File: src/rtl/irq_unit_params.svh
// Register offsets, field positions, reset values and cycle counts of the interrupt unit.
`ifndef IRQ_UNIT_PARAMS_SVH
`define IRQ_UNIT_PARAMS_SVH

`define IRQ_ENABLE_ADDR     6'h3A
`define IRQ_FLAG_ADDR       6'h3B
`define GUARD_ADDR          6'h3C
`define SP_LOW_ADDR         6'h3D
`define SP_HIGH_ADDR        6'h3E
`define FLAGS_ADDR          6'h3F

`define GUARD_SIGNATURE     8'hD8
`define GUARD_WINDOW_INSTR  3'h4

`define FLAG_GIE            7
`define FLAG_T              6
`define FLAG_H              5
`define FLAG_S              4
`define FLAG_V              3
`define FLAG_N              2
`define FLAG_Z              1
`define FLAG_C              0
`define FLAGS_RESET         8'h00
`define IRQ_REG_RESET       8'h00

`define ENTRY_CYCLES        4'h4
`define SLEEP_EXTRA_CYCLES  4'h4
`define RETURN_CYCLES       4'h4

`endif

File: src/rtl/irq_unit_pkg.sv
// Types shared by the interrupt and status unit.
`default_nettype none
package irq_unit_pkg;
    typedef enum logic [1:0] {
        SEQ_IDLE,
        SEQ_ENTRY,
        SEQ_RETURN
    } seq_state_e;
    typedef logic [7:0] byte_t;
endpackage : irq_unit_pkg
`default_nettype wire

File: src/rtl/cpu_interrupt_and_status_unit.sv
// Interrupt arbitration, entry and return sequencing, stack pointer, flags and change guard.
`include "irq_unit_params.svh"
`default_nettype none

module cpu_interrupt_and_status_unit #(
    parameter int              NUM_SRC     = 8,
    parameter logic [7:0]      LEVEL_MASK  = 8'h00,
    parameter int              PC_W        = 11,
    parameter logic [15:0]     top_of_sram = 16'h013F
) (
    // Clock and reset
    input  wire logic                    clock_in,
    input  wire logic                    reset_in,
    // I/O register port
    input  wire logic [5:0]              io_addr_in,
    input  wire logic                    io_wr_in,
    input  wire logic                    io_rd_in,
    input  wire irq_unit_pkg::byte_t     io_wdata_in,
    output var  irq_unit_pkg::byte_t     io_rdata_out,
    // Interrupt sources
    input  wire logic [NUM_SRC-1:0]      src_event_in,
    input  wire logic [NUM_SRC-1:0]      src_level_in,
    // Instruction sequencer
    input  wire logic                    instr_done_in,
    input  wire logic                    global_irq_set_op_in,
    input  wire logic                    global_irq_clear_op_in,
    input  wire logic                    return_from_irq_op_in,
    input  wire logic                    sleeping_in,
    input  wire logic [PC_W-1:0]         pc_in,
    input  wire logic                    call_push_in,
    input  wire logic                    ret_pop_in,
    input  wire logic                    byte_push_in,
    input  wire logic                    byte_pop_in,
    input  wire logic                    alu_flags_we_in,
    input  wire logic [6:0]              alu_flags_in,
    output logic                         irq_ack_out,
    output logic                         seq_busy_out,
    output logic                         pc_load_out,
    output logic [PC_W-1:0]              pc_value_out,
    // Stack memory port
    output logic                         mem_wr_out,
    output logic                         mem_rd_out,
    output logic [15:0]                  mem_addr_out,
    output irq_unit_pkg::byte_t          mem_wdata_out,
    input  wire irq_unit_pkg::byte_t     mem_rdata_in,
    // Status to the rest of the core
    output logic                         protected_write_ok_out,
    output irq_unit_pkg::byte_t          core_flags_out,
    output logic [15:0]                  stack_pointer_out
);
    import irq_unit_pkg::*;

    // ----------------------------------------------------------------
    // State
    // ----------------------------------------------------------------
    seq_state_e           state;
    logic [3:0]           cnt;
    logic [3:0]           limit;
    logic [2:0]           sel_index;
    logic [PC_W-1:0]      ret_addr;
    byte_t                ret_high;
    byte_t                core_flags;
    logic [15:0]          stack_pointer;
    byte_t                irq_flags;
    byte_t                irq_enable;
    logic                 guard_open;
    logic [2:0]           guard_count;

    // Lowest set index; index i is vector i+1 since vector zero is reset.
    function automatic logic [3:0] first_set(input logic [7:0] vec);
        logic [3:0] res;
        res = 4'h8;
        for (int i = 7; i >= 0; i--) begin
            if (vec[i]) begin
                res = 4'(i);
            end
        end
        return res;
    endfunction : first_set

    // ----------------------------------------------------------------
    // Decode and arbitration
    // ----------------------------------------------------------------
    wire logic [7:0] src_event = 8'(src_event_in);
    wire logic [7:0] src_level = 8'(src_level_in);
    wire logic       io_write  = io_wr_in;
    wire logic       wr_flags  = io_write && io_addr_in == `FLAGS_ADDR;
    wire logic       wr_iflag  = io_write && io_addr_in == `IRQ_FLAG_ADDR;
    wire logic       wr_ien    = io_write && io_addr_in == `IRQ_ENABLE_ADDR;
    wire logic       wr_spl    = io_write && io_addr_in == `SP_LOW_ADDR;
    wire logic       wr_guard  = io_write && io_addr_in == `GUARD_ADDR;
    wire logic       gie       = core_flags[`FLAG_GIE];
    // Level sources bypass the flag latch and vanish with their condition.
    wire logic [7:0] pending   = (irq_flags & ~LEVEL_MASK) | (src_level & LEVEL_MASK);
    wire logic [7:0] requests  = pending & irq_enable;
    wire logic [3:0] winner    = first_set(requests);
    // Clear-enable in the same cycle already blocks; done marks the end of any
    // multi-cycle instruction, so entry never splits one.
    wire logic       take      = state == SEQ_IDLE && instr_done_in && gie
                                 && !global_irq_clear_op_in && !guard_open
                                 && !winner[3];
    wire logic       vectoring = state == SEQ_ENTRY && cnt == limit - 4'h1;
    wire logic       returning = state == SEQ_RETURN && cnt == `RETURN_CYCLES - 4'h1;
    wire logic [7:0] hw_clear  = vectoring ? (8'h01 << sel_index) : 8'h00;
    wire logic [7:0] sw_clear  = wr_iflag ? io_wdata_in : 8'h00;
    // A new event wins over a clear arriving in the same cycle.
    wire logic [7:0] next_irq_flags = (irq_flags & ~(hw_clear | sw_clear))
                                      | (src_event & ~LEVEL_MASK);
    wire logic       alu_sign  = alu_flags_in[`FLAG_N] ^ alu_flags_in[`FLAG_V];
    wire logic       io_sign   = io_wdata_in[`FLAG_N] ^ io_wdata_in[`FLAG_V];
    // Opens on the signature and closes with the fourth completed instruction.
    wire logic       next_guard_open = (wr_guard && io_wdata_in == `GUARD_SIGNATURE)
                                       || (guard_open && !(instr_done_in
                                           && guard_count == `GUARD_WINDOW_INSTR - 3'h1));

    // ----------------------------------------------------------------
    // Flags register
    // ----------------------------------------------------------------
    // Entry and return touch only the enable bit; software saves the rest.
    byte_t next_core_flags;
    always_comb begin
        next_core_flags = core_flags;
        if (wr_flags) begin
            next_core_flags = io_wdata_in;
            next_core_flags[`FLAG_S] = io_sign;
        end
        if (alu_flags_we_in) begin
            next_core_flags[6:0] = alu_flags_in;
            next_core_flags[`FLAG_S] = alu_sign;
        end
        if (global_irq_set_op_in) begin
            next_core_flags[`FLAG_GIE] = 1'b1;
        end
        if (global_irq_clear_op_in) begin
            next_core_flags[`FLAG_GIE] = 1'b0;
        end
        if (take) begin
            next_core_flags[`FLAG_GIE] = 1'b0;
        end
        if (returning) begin
            next_core_flags[`FLAG_GIE] = 1'b1;
        end
    end

    always_ff @(posedge clock_in) begin
        if (reset_in) begin
            core_flags <= `FLAGS_RESET;
            irq_flags  <= `IRQ_REG_RESET;
            irq_enable <= `IRQ_REG_RESET;
        end else begin
            core_flags <= next_core_flags;
            irq_flags  <= next_irq_flags;
            if (wr_ien) begin
                irq_enable <= io_wdata_in;
            end
        end
    end

    // ----------------------------------------------------------------
    // Stack pointer
    // ----------------------------------------------------------------
    logic [15:0] next_stack_pointer;
    always_comb begin
        next_stack_pointer = stack_pointer;
        if (wr_spl) begin
            next_stack_pointer = {stack_pointer[15:8], io_wdata_in};
        end
        if (byte_push_in) begin
            next_stack_pointer = stack_pointer - 16'h0001;
        end
        if (byte_pop_in) begin
            next_stack_pointer = stack_pointer + 16'h0001;
        end
        if (call_push_in) begin
            next_stack_pointer = stack_pointer - 16'h0002;
        end
        if (ret_pop_in) begin
            next_stack_pointer = stack_pointer + 16'h0002;
        end
        if (state == SEQ_ENTRY && cnt == limit - 4'h3) begin
            next_stack_pointer = stack_pointer - 16'h0002;
        end
        if (returning) begin
            next_stack_pointer = stack_pointer + 16'h0002;
        end
    end

    always_ff @(posedge clock_in) begin
        if (reset_in) begin
            stack_pointer <= top_of_sram;
        end else begin
            stack_pointer <= next_stack_pointer;
        end
    end

    // ----------------------------------------------------------------
    // Change guard
    // ----------------------------------------------------------------
    always_ff @(posedge clock_in) begin
        if (reset_in) begin
            guard_open  <= 1'b0;
            guard_count <= 3'h0;
        end else if (wr_guard && io_wdata_in == `GUARD_SIGNATURE) begin
            guard_open  <= 1'b1;
            guard_count <= 3'h0;
        end else if (guard_open && instr_done_in) begin
            guard_count <= guard_count + 3'h1;
            if (guard_count == `GUARD_WINDOW_INSTR - 3'h1) begin
                guard_open <= 1'b0;
            end
        end
    end

    // ----------------------------------------------------------------
    // Entry and return sequencer
    // ----------------------------------------------------------------
    always_ff @(posedge clock_in) begin
        if (reset_in) begin
            state     <= SEQ_IDLE;
            cnt       <= 4'h0;
            limit     <= `ENTRY_CYCLES;
            sel_index <= 3'h0;
            ret_addr  <= '0;
            ret_high  <= 8'h00;
        end else begin
            case (state)
                SEQ_IDLE: begin
                    cnt <= 4'h0;
                    if (take) begin
                        state     <= SEQ_ENTRY;
                        sel_index <= winner[2:0];
                        ret_addr  <= pc_in;
                        limit     <= sleeping_in ? `ENTRY_CYCLES + `SLEEP_EXTRA_CYCLES
                                                 : `ENTRY_CYCLES;
                    end else if (return_from_irq_op_in) begin
                        state <= SEQ_RETURN;
                    end
                end
                SEQ_ENTRY: begin
                    cnt <= cnt + 4'h1;
                    if (vectoring) begin
                        state <= SEQ_IDLE;
                    end
                end
                SEQ_RETURN: begin
                    cnt <= cnt + 4'h1;
                    if (cnt == 4'h2) begin
                        ret_high <= mem_rdata_in;
                    end
                    // Back to idle without blocking: the next take needs a fresh
                    // instruction completion, so one main instruction always runs.
                    if (returning) begin
                        state <= SEQ_IDLE;
                    end
                end
                default: begin
                    state <= SEQ_IDLE;
                end
            endcase
        end
    end

    // ----------------------------------------------------------------
    // Registered outputs
    // ----------------------------------------------------------------
    wire logic push_low  = state == SEQ_ENTRY && cnt == limit - 4'h4;
    wire logic push_high = state == SEQ_ENTRY && cnt == limit - 4'h3;
    wire logic pop_high  = state == SEQ_RETURN && cnt == 4'h0;
    wire logic pop_low   = state == SEQ_RETURN && cnt == 4'h1;
    byte_t     read_mux;
    assign read_mux = io_addr_in == `FLAGS_ADDR      ? core_flags :
                      io_addr_in == `SP_LOW_ADDR     ? stack_pointer[7:0] :
                      io_addr_in == `SP_HIGH_ADDR    ? stack_pointer[15:8] :
                      io_addr_in == `GUARD_ADDR      ? {7'h00, guard_open} :
                      io_addr_in == `IRQ_FLAG_ADDR   ? irq_flags :
                      io_addr_in == `IRQ_ENABLE_ADDR ? irq_enable : 8'h00;

    always_ff @(posedge clock_in) begin
        if (reset_in) begin
            io_rdata_out           <= 8'h00;
            irq_ack_out            <= 1'b0;
            seq_busy_out           <= 1'b0;
            pc_load_out            <= 1'b0;
            pc_value_out           <= '0;
            mem_wr_out             <= 1'b0;
            mem_rd_out             <= 1'b0;
            mem_addr_out           <= 16'h0000;
            mem_wdata_out          <= 8'h00;
            protected_write_ok_out <= 1'b0;
            core_flags_out         <= `FLAGS_RESET;
            stack_pointer_out      <= top_of_sram;
        end else begin
            io_rdata_out           <= io_rd_in ? read_mux : 8'h00;
            irq_ack_out            <= take;
            seq_busy_out           <= take || return_from_irq_op_in
                                      || (state != SEQ_IDLE && !vectoring && !returning);
            pc_load_out            <= vectoring || returning;
            pc_value_out           <= vectoring ? PC_W'({1'b0, sel_index} + 4'h1)
                                               : PC_W'({ret_high, mem_rdata_in});
            mem_wr_out             <= push_low || push_high;
            mem_rd_out             <= pop_high || pop_low;
            mem_addr_out           <= push_low  ? stack_pointer :
                                      push_high ? stack_pointer - 16'h0001 :
                                      pop_high  ? stack_pointer + 16'h0001 :
                                                  stack_pointer + 16'h0002;
            mem_wdata_out          <= push_low ? ret_addr[7:0] : 8'(ret_addr >> 8);
            protected_write_ok_out <= next_guard_open;
            core_flags_out         <= next_core_flags;
            stack_pointer_out      <= next_stack_pointer;
        end
    end
endmodule : cpu_interrupt_and_status_unit
`default_nettype wire

File: config.mk
export PLATFORM = sky130hd
export DESIGN_NAME = cpu_interrupt_and_status_unit
export DESIGN_NICKNAME = d
export VERILOG_FILES = /design/src/rtl/irq_unit_pkg.sv /design/src/rtl/cpu_interrupt_and_status_unit.sv
export VERILOG_INCLUDE_DIRS = /design/src /design/src/rtl
export SDC_FILE = /design/constraint.sdc
export NUM_CORES = 1
export LEC_CHECK = 0
export BUFFER_PORTS_ARGS = -buffer_cell sky130_fd_sc_hd__buf_2
export CAP_MARGIN = 20
export CELL_PAD_IN_SITES_DETAIL_PLACEMENT = 1
export CELL_PAD_IN_SITES_GLOBAL_PLACEMENT = 2
export CORE_AREA = 2 2 147 149
export CTS_CLUSTER_DIAMETER = 150
export DETAILED_ROUTE_END_ITERATION = 12
export DIE_AREA = 0 0 149 151
export PLACE_DENSITY = 0.91
export SYNTH_ARGS = -nofsm -noshare
export SYNTH_HDL_FRONTEND = slang
export SYNTH_SLANG_ARGS = --single-unit
File: constraint.sdc
create_clock -name clock_in -period 4.2 [get_ports clock_in]
set_input_delay 1.26 -clock clock_in [delete_from_list [all_inputs] [get_ports clock_in]]
set_output_delay 1.26 -clock clock_in [all_outputs]
set_load 0.01 [all_outputs]
Word-level counts from Yosys, hierarchy flattened
Cells that the tools add are included.
{ "op_classes": {"multipliers": 0, "addsub": 10, "n_bitwise": 9, "shifts": 1, "reduce_logical": 52, "div_mod_pow": 0, "muxes": 44, "n_eq_ne": 19, "n_lt_le_gt_ge": 0} }
{ "op_table": {"columns": ["op", "count"], "rows": [
  ["16-bit two-way mux", 9],
  ["8-bit two-way mux", 10],
  ["6-bit equality test (second input constant)", 6],
  ["4-bit two-way mux", 9],
  ["1-bit logical AND", 22],
  ["16-bit by 1-bit adder with 16-bit output (second input constant)", 1],
  ["16-bit by 2-bit adder with 16-bit output (second input constant)", 1],
  ["8-bit bitwise AND", 2],
  ["8-bit bitwise OR", 2],
  ["16-bit by 1-bit subtractor with 16-bit output (second input constant)", 1],
  ["16-bit by 2-bit subtractor with 16-bit output (second input constant)", 1],
  ["4-bit equality test", 3],
  ["11-bit two-way mux", 1],
  ["2-bit nonzero test", 5],
  ["4-bit by 2-bit equality test with 1-bit output (second input constant)", 2],
  ["8-bit equality test (second input constant)", 1],
  ["2-bit two-way mux", 4],
  ["8-bit NOT", 1],
  ["4-bit case mux with 2 select lines", 1],
  ["2-bit OR reduction", 4],
  ["1-bit by 3-bit left shift with 8-bit output (first input constant)", 1],
  ["1-bit two-way mux", 7],
  ["7-bit two-way mux", 1],
  ["7-bit nonzero test", 1],
  ["other kinds (24)", 39]
]} }
{ "word_totals": {"n_memories": 0, "latchBits": 0, "input_bits": 70, "word_cells": 160, "register_bits": 120, "out_inout_bits": 73, "ram_bits": 0, "romBits": 0} }

Depth between registers and ports, before layout
{ "logic_depth": {"depth_word": 13, "depth_mapped": 10, "depth_no_buf": 8} }

Least setup slack after synthesis
OpenSTA, ideal clock, no wires.
{ "synth_path": {"kind": "input -> register", "startpoint": "in io_addr_in[2]", "endpoint": "reg core_flags_out[7]", "cell_stages": 9, "arrival_time_ns": 2.910, "t_required_ns": 4.067, "setup_slack_ns": 1.157, "setup_time_ns": 0.133, "path_buffers": 3, "path_cell_list": "clkbuf_1 -> and2_1 -> clkbuf_1 -> and2_1 -> and3_1 -> buf_2 -> mux2_2 -> o21ai_1 -> a21oi_1"} }
{ "synth_via": {"elab_chain_len": 3} }
{ "synth_lines": {"columns": ["item", "line", "text"], "rows": [
  ["start: declaration", "cpu_interrupt_and_status_unit.sv:15", "input wire logic [5:0] io_addr_in,"],
  ["6-bit equality test (no source line)", null, null],
  ["1-bit logical AND (no source line)", null, null],
  ["5-bit nonzero test (no source line)", null, null],
  ["end signal: assignment", "cpu_interrupt_and_status_unit.sv:290", "core_flags_out <= `FLAGS_RESET;"],
  ["end signal: assignment", "cpu_interrupt_and_status_unit.sv:308", "core_flags_out <= next_core_flags;"],
  ["end: declaration", "cpu_interrupt_and_status_unit.sv:48", "output irq_unit_pkg::byte_t core_flags_out,"]
]} }
No other way between the ends.
A chain may end at the register's enable or synchronous reset.

==> out/metrics.csv <==
metric;value;unit
leakagePower;3.43;nW
grt_max_degree;75;
syn_nets;1012;
syn-cell-area;7220;um^2
cp_slowest_cell;nor3b_1;
post-route-drc-count;0;
hpwl;19.2;mm
antenna_found_initial;0;
via_per_inst;5.79;
hold_class;flip-flop to flip-flop;
ff_latch_area;2360;um^2
grt-ovfl-total;0;
critical_path.cell_chain;inv_1 > ha_1 > nor3b_1 > nand2_1 > nor3_1 > o221ai_1 > a31oi_1 > a21oi_1;
dr.pass1.iters;6;
timing.fmax;0.326;GHz
ant_nets;0;
postCtsSetupBuffers;0;
rr_startpoint;stack_pointer_out[0]$_SDFFE_PP1P_;
worstSetupStartpoint;stack_pointer_out[0]$_SDFFE_PP1P_;
hold_violations;0;
irDropWorstVdd;290;uV
crit_fanout;12;
period_share;73.1;%
syn2layout_area_growth;19.8;%
fp.dieH;151;um
post_cts_resized;0;
synthDistinctLibCells;78;
yosysSeqAreaShare;32.7;%
ioPinCount;143;
min_path_cells;1;
hold_buffers;0;
multi_input_area;4500;um^2
critical_path_arrival;3.38;ns
fillers;2582;
synthTopCellsByArea;dfxtp_1 (33%), nor2_1 (6.3%), mux2i_1 (5.0%), nand2_1 (4.4%), a21oi_1 (4.2%);
relSlewSlack;32.5;%
clk_path_buf_depth;2;
routed_wl;27.5;mm
path_class;flip-flop to flip-flop;
finClkSkew;0.0128;ns
track_usage;24.7;%
finalSetupTns;0;ns
synth_seq_cells;118;
grt_pass1_wl;43.1;mm
synth_edf_count;0;
clkSinkCount;118;
min_period;3.07;ns
yosys_most_used_dff;dfxtp_1;
endpoint_kind;flip-flop;
required;4.51;ns
io_buffer_count;133;
start_util;34.7;%
clock_latency;0.43;ns
tightestPinTransition;1.01;ns
die_x;149;um
powerDensity;379;nW/um^2
diodes;0;
tritoncts;done;
fp.coreArea;20800;um^2
cts_htree_levels;4;
ff2ff_path_depth;8;
nets;1108;
clk_pin_slew;0.06;ns
yosys_warnings;0;
synth_top_area_share;32.7;%
synthArstFlopShare;0;%
min_from;ret_addr[4]$_SDFFE_PP0P_;
syn-mean-instance-area;7.85;um^2
dr_total_vias;7544;
rsz0062_at_grt;no;
grt_pass1_vias;7623;
drive_gt1_share;20.3;%
avgRoutedWirePerCell;21.1;um
hold_slack;0.455;ns
row_count;53;
drt_iter0_markers;440;
cts-root-buf;clkbuf_16;
max_stage_delay;0.65;ns
dieArea;22500;um^2
utilization;41.5;%
numCtsBuffers;17;
start_kind;flip-flop;
slew_viol_final;0;
status;finished clean;
place.gp.congestion;0.881;
cap_violations;0;
setup_viol;0;
synthesis.instances;920;
yosys.area.top_type;dfxtp_1;
==> flip-flops by register name, summed over array words and instances, names as in the netlist, 2 cells and up <==
register / count
state: 2
ret_high: 3
limit: 2
stack_pointer_out: 16
guard_count: 3
core_flags_out: 8
irq_flags: 8
sel_index: 3
ret_addr: 11
io_rdata_out: 8
cnt: 4
pc_value_out: 11
mem_wdata_out: 8
irq_enable: 8
mem_addr_out: 16
==> Yosys cell counts (10+ instances only) <==
master,count
nor3_1,34
nand4_1,13
nand2_1,85
a21oi_1,61
inv_1,17
nand2b_1,11
xor2_1,10
clkbuf_1,56
or3_1,10
nand3_1,33
dfxtp_1,118
a211oi_1,16
a31oi_1,22
and3_1,12
mux2i_1,36
and2_1,17
buf_2,10
o21ai_0,26
xnor2_1,22
nor2_1,121
ha_1,22
==> cell type report <==
| cell class | instances | share of cell area [%] |
|---|---|---|
| Multi-Input combinational cell | 710 | 52.1 |
| Sequential cell | 118 | 27.3 |
| Timing Repair Buffer | 152 | 9.37 |
| Clock buffer | 20 | 5.28 |
| Tap cell | 275 | 3.98 |
| Clock inverter | 12 | 1.26 |
| Inverter | 17 | 0.738 |
==> worst paths after layout <==
check	to	slack, ns
worst min register to register	mem_wdata_out[4]$_SDFF_PP0_	0.46
worst max-delay path	stack_pointer_out[12]$_SDFFE_PP0P_	1.13
worst min-delay path	mem_wdata_out[4]$_SDFF_PP0_	0.46
worst max register to register	stack_pointer_out[12]$_SDFFE_PP0P_	1.13
==> report_power, final <==
group          internal (mW)  switching (mW)  total, mW
registers               1.17          0.0938       1.27
clock network          0.808           0.625       1.43
logic                  0.232           0.349      0.582
==> kinds of logic after synthesis <==
family                     Yosys count  synth area share, %
xor gates and xnor gates            32                 3.88
buffers and inverters               92                 5.06
DFF                                118                 32.7
and+or+nand+nor                    382                 26.0
AOI/OAI and AO/OA                  225                 20.8
muxes                               49                 7.80
adders and majority gates           22                 3.81
==> worst max-delay path: cells and delay by family, from the launching register on <==
kind	cells	cell delay, ns
AO/OA/AOI/OAI	3	0.55
adder cells (fa/ha/maj)	1	0.34
buffers and inverters	1	0.29
flip-flops	1	0.49
AND/OR/NAND/NOR	3	1.30
==> layer usage <==
metal	vias to the layer above	GRT usage [%]	share of wire [%]
met3	63	5.12	6.3
met4	0	10.6	3.0
met1	3711	32.0	44
met5	-	0	0
li1	3519	-	-
met2	251	39.9	47
==> per-stage QoR <==
step	setup WS [ns]	power (mW)	instance area (um^2)	instances
floorplan	1.16	1.64	7220	920
global placement	0.874	1.85	8080	1272
detailed placement	0.776	1.86	8080	1272
CTS	1.19	3.30	8650	1304
global route	0.842	3.42	8650	1304
finish	1.13	3.28	8650	1304
==> cell usage in the layout, fill, tap and decap left out, types with 7 or more instances in the layout <==
cell type	count
clkbuf_16	17
mux2_2	8
nor3_1	34
a211oi_1	16
o21ai_0	26
mux2i_1	35
nor2_1	121
a21o_1	8
nand4_1	13
o22ai_1	9
a22oi_1	9
nor2b_1	7
o21ai_1	9
ha_1	22
a31oi_1	21
inv_1	17
xor2_1	10
nand2_1	85
buf_4	20
buf_2	132
and2_1	17
xnor2_1	22
dfxtp_1	118
or3_1	10
nand2b_1	11
o221ai_1	8
a21oi_1	61
nand3_1	33
and3_1	12
Power figures use the tool's default switching activity.
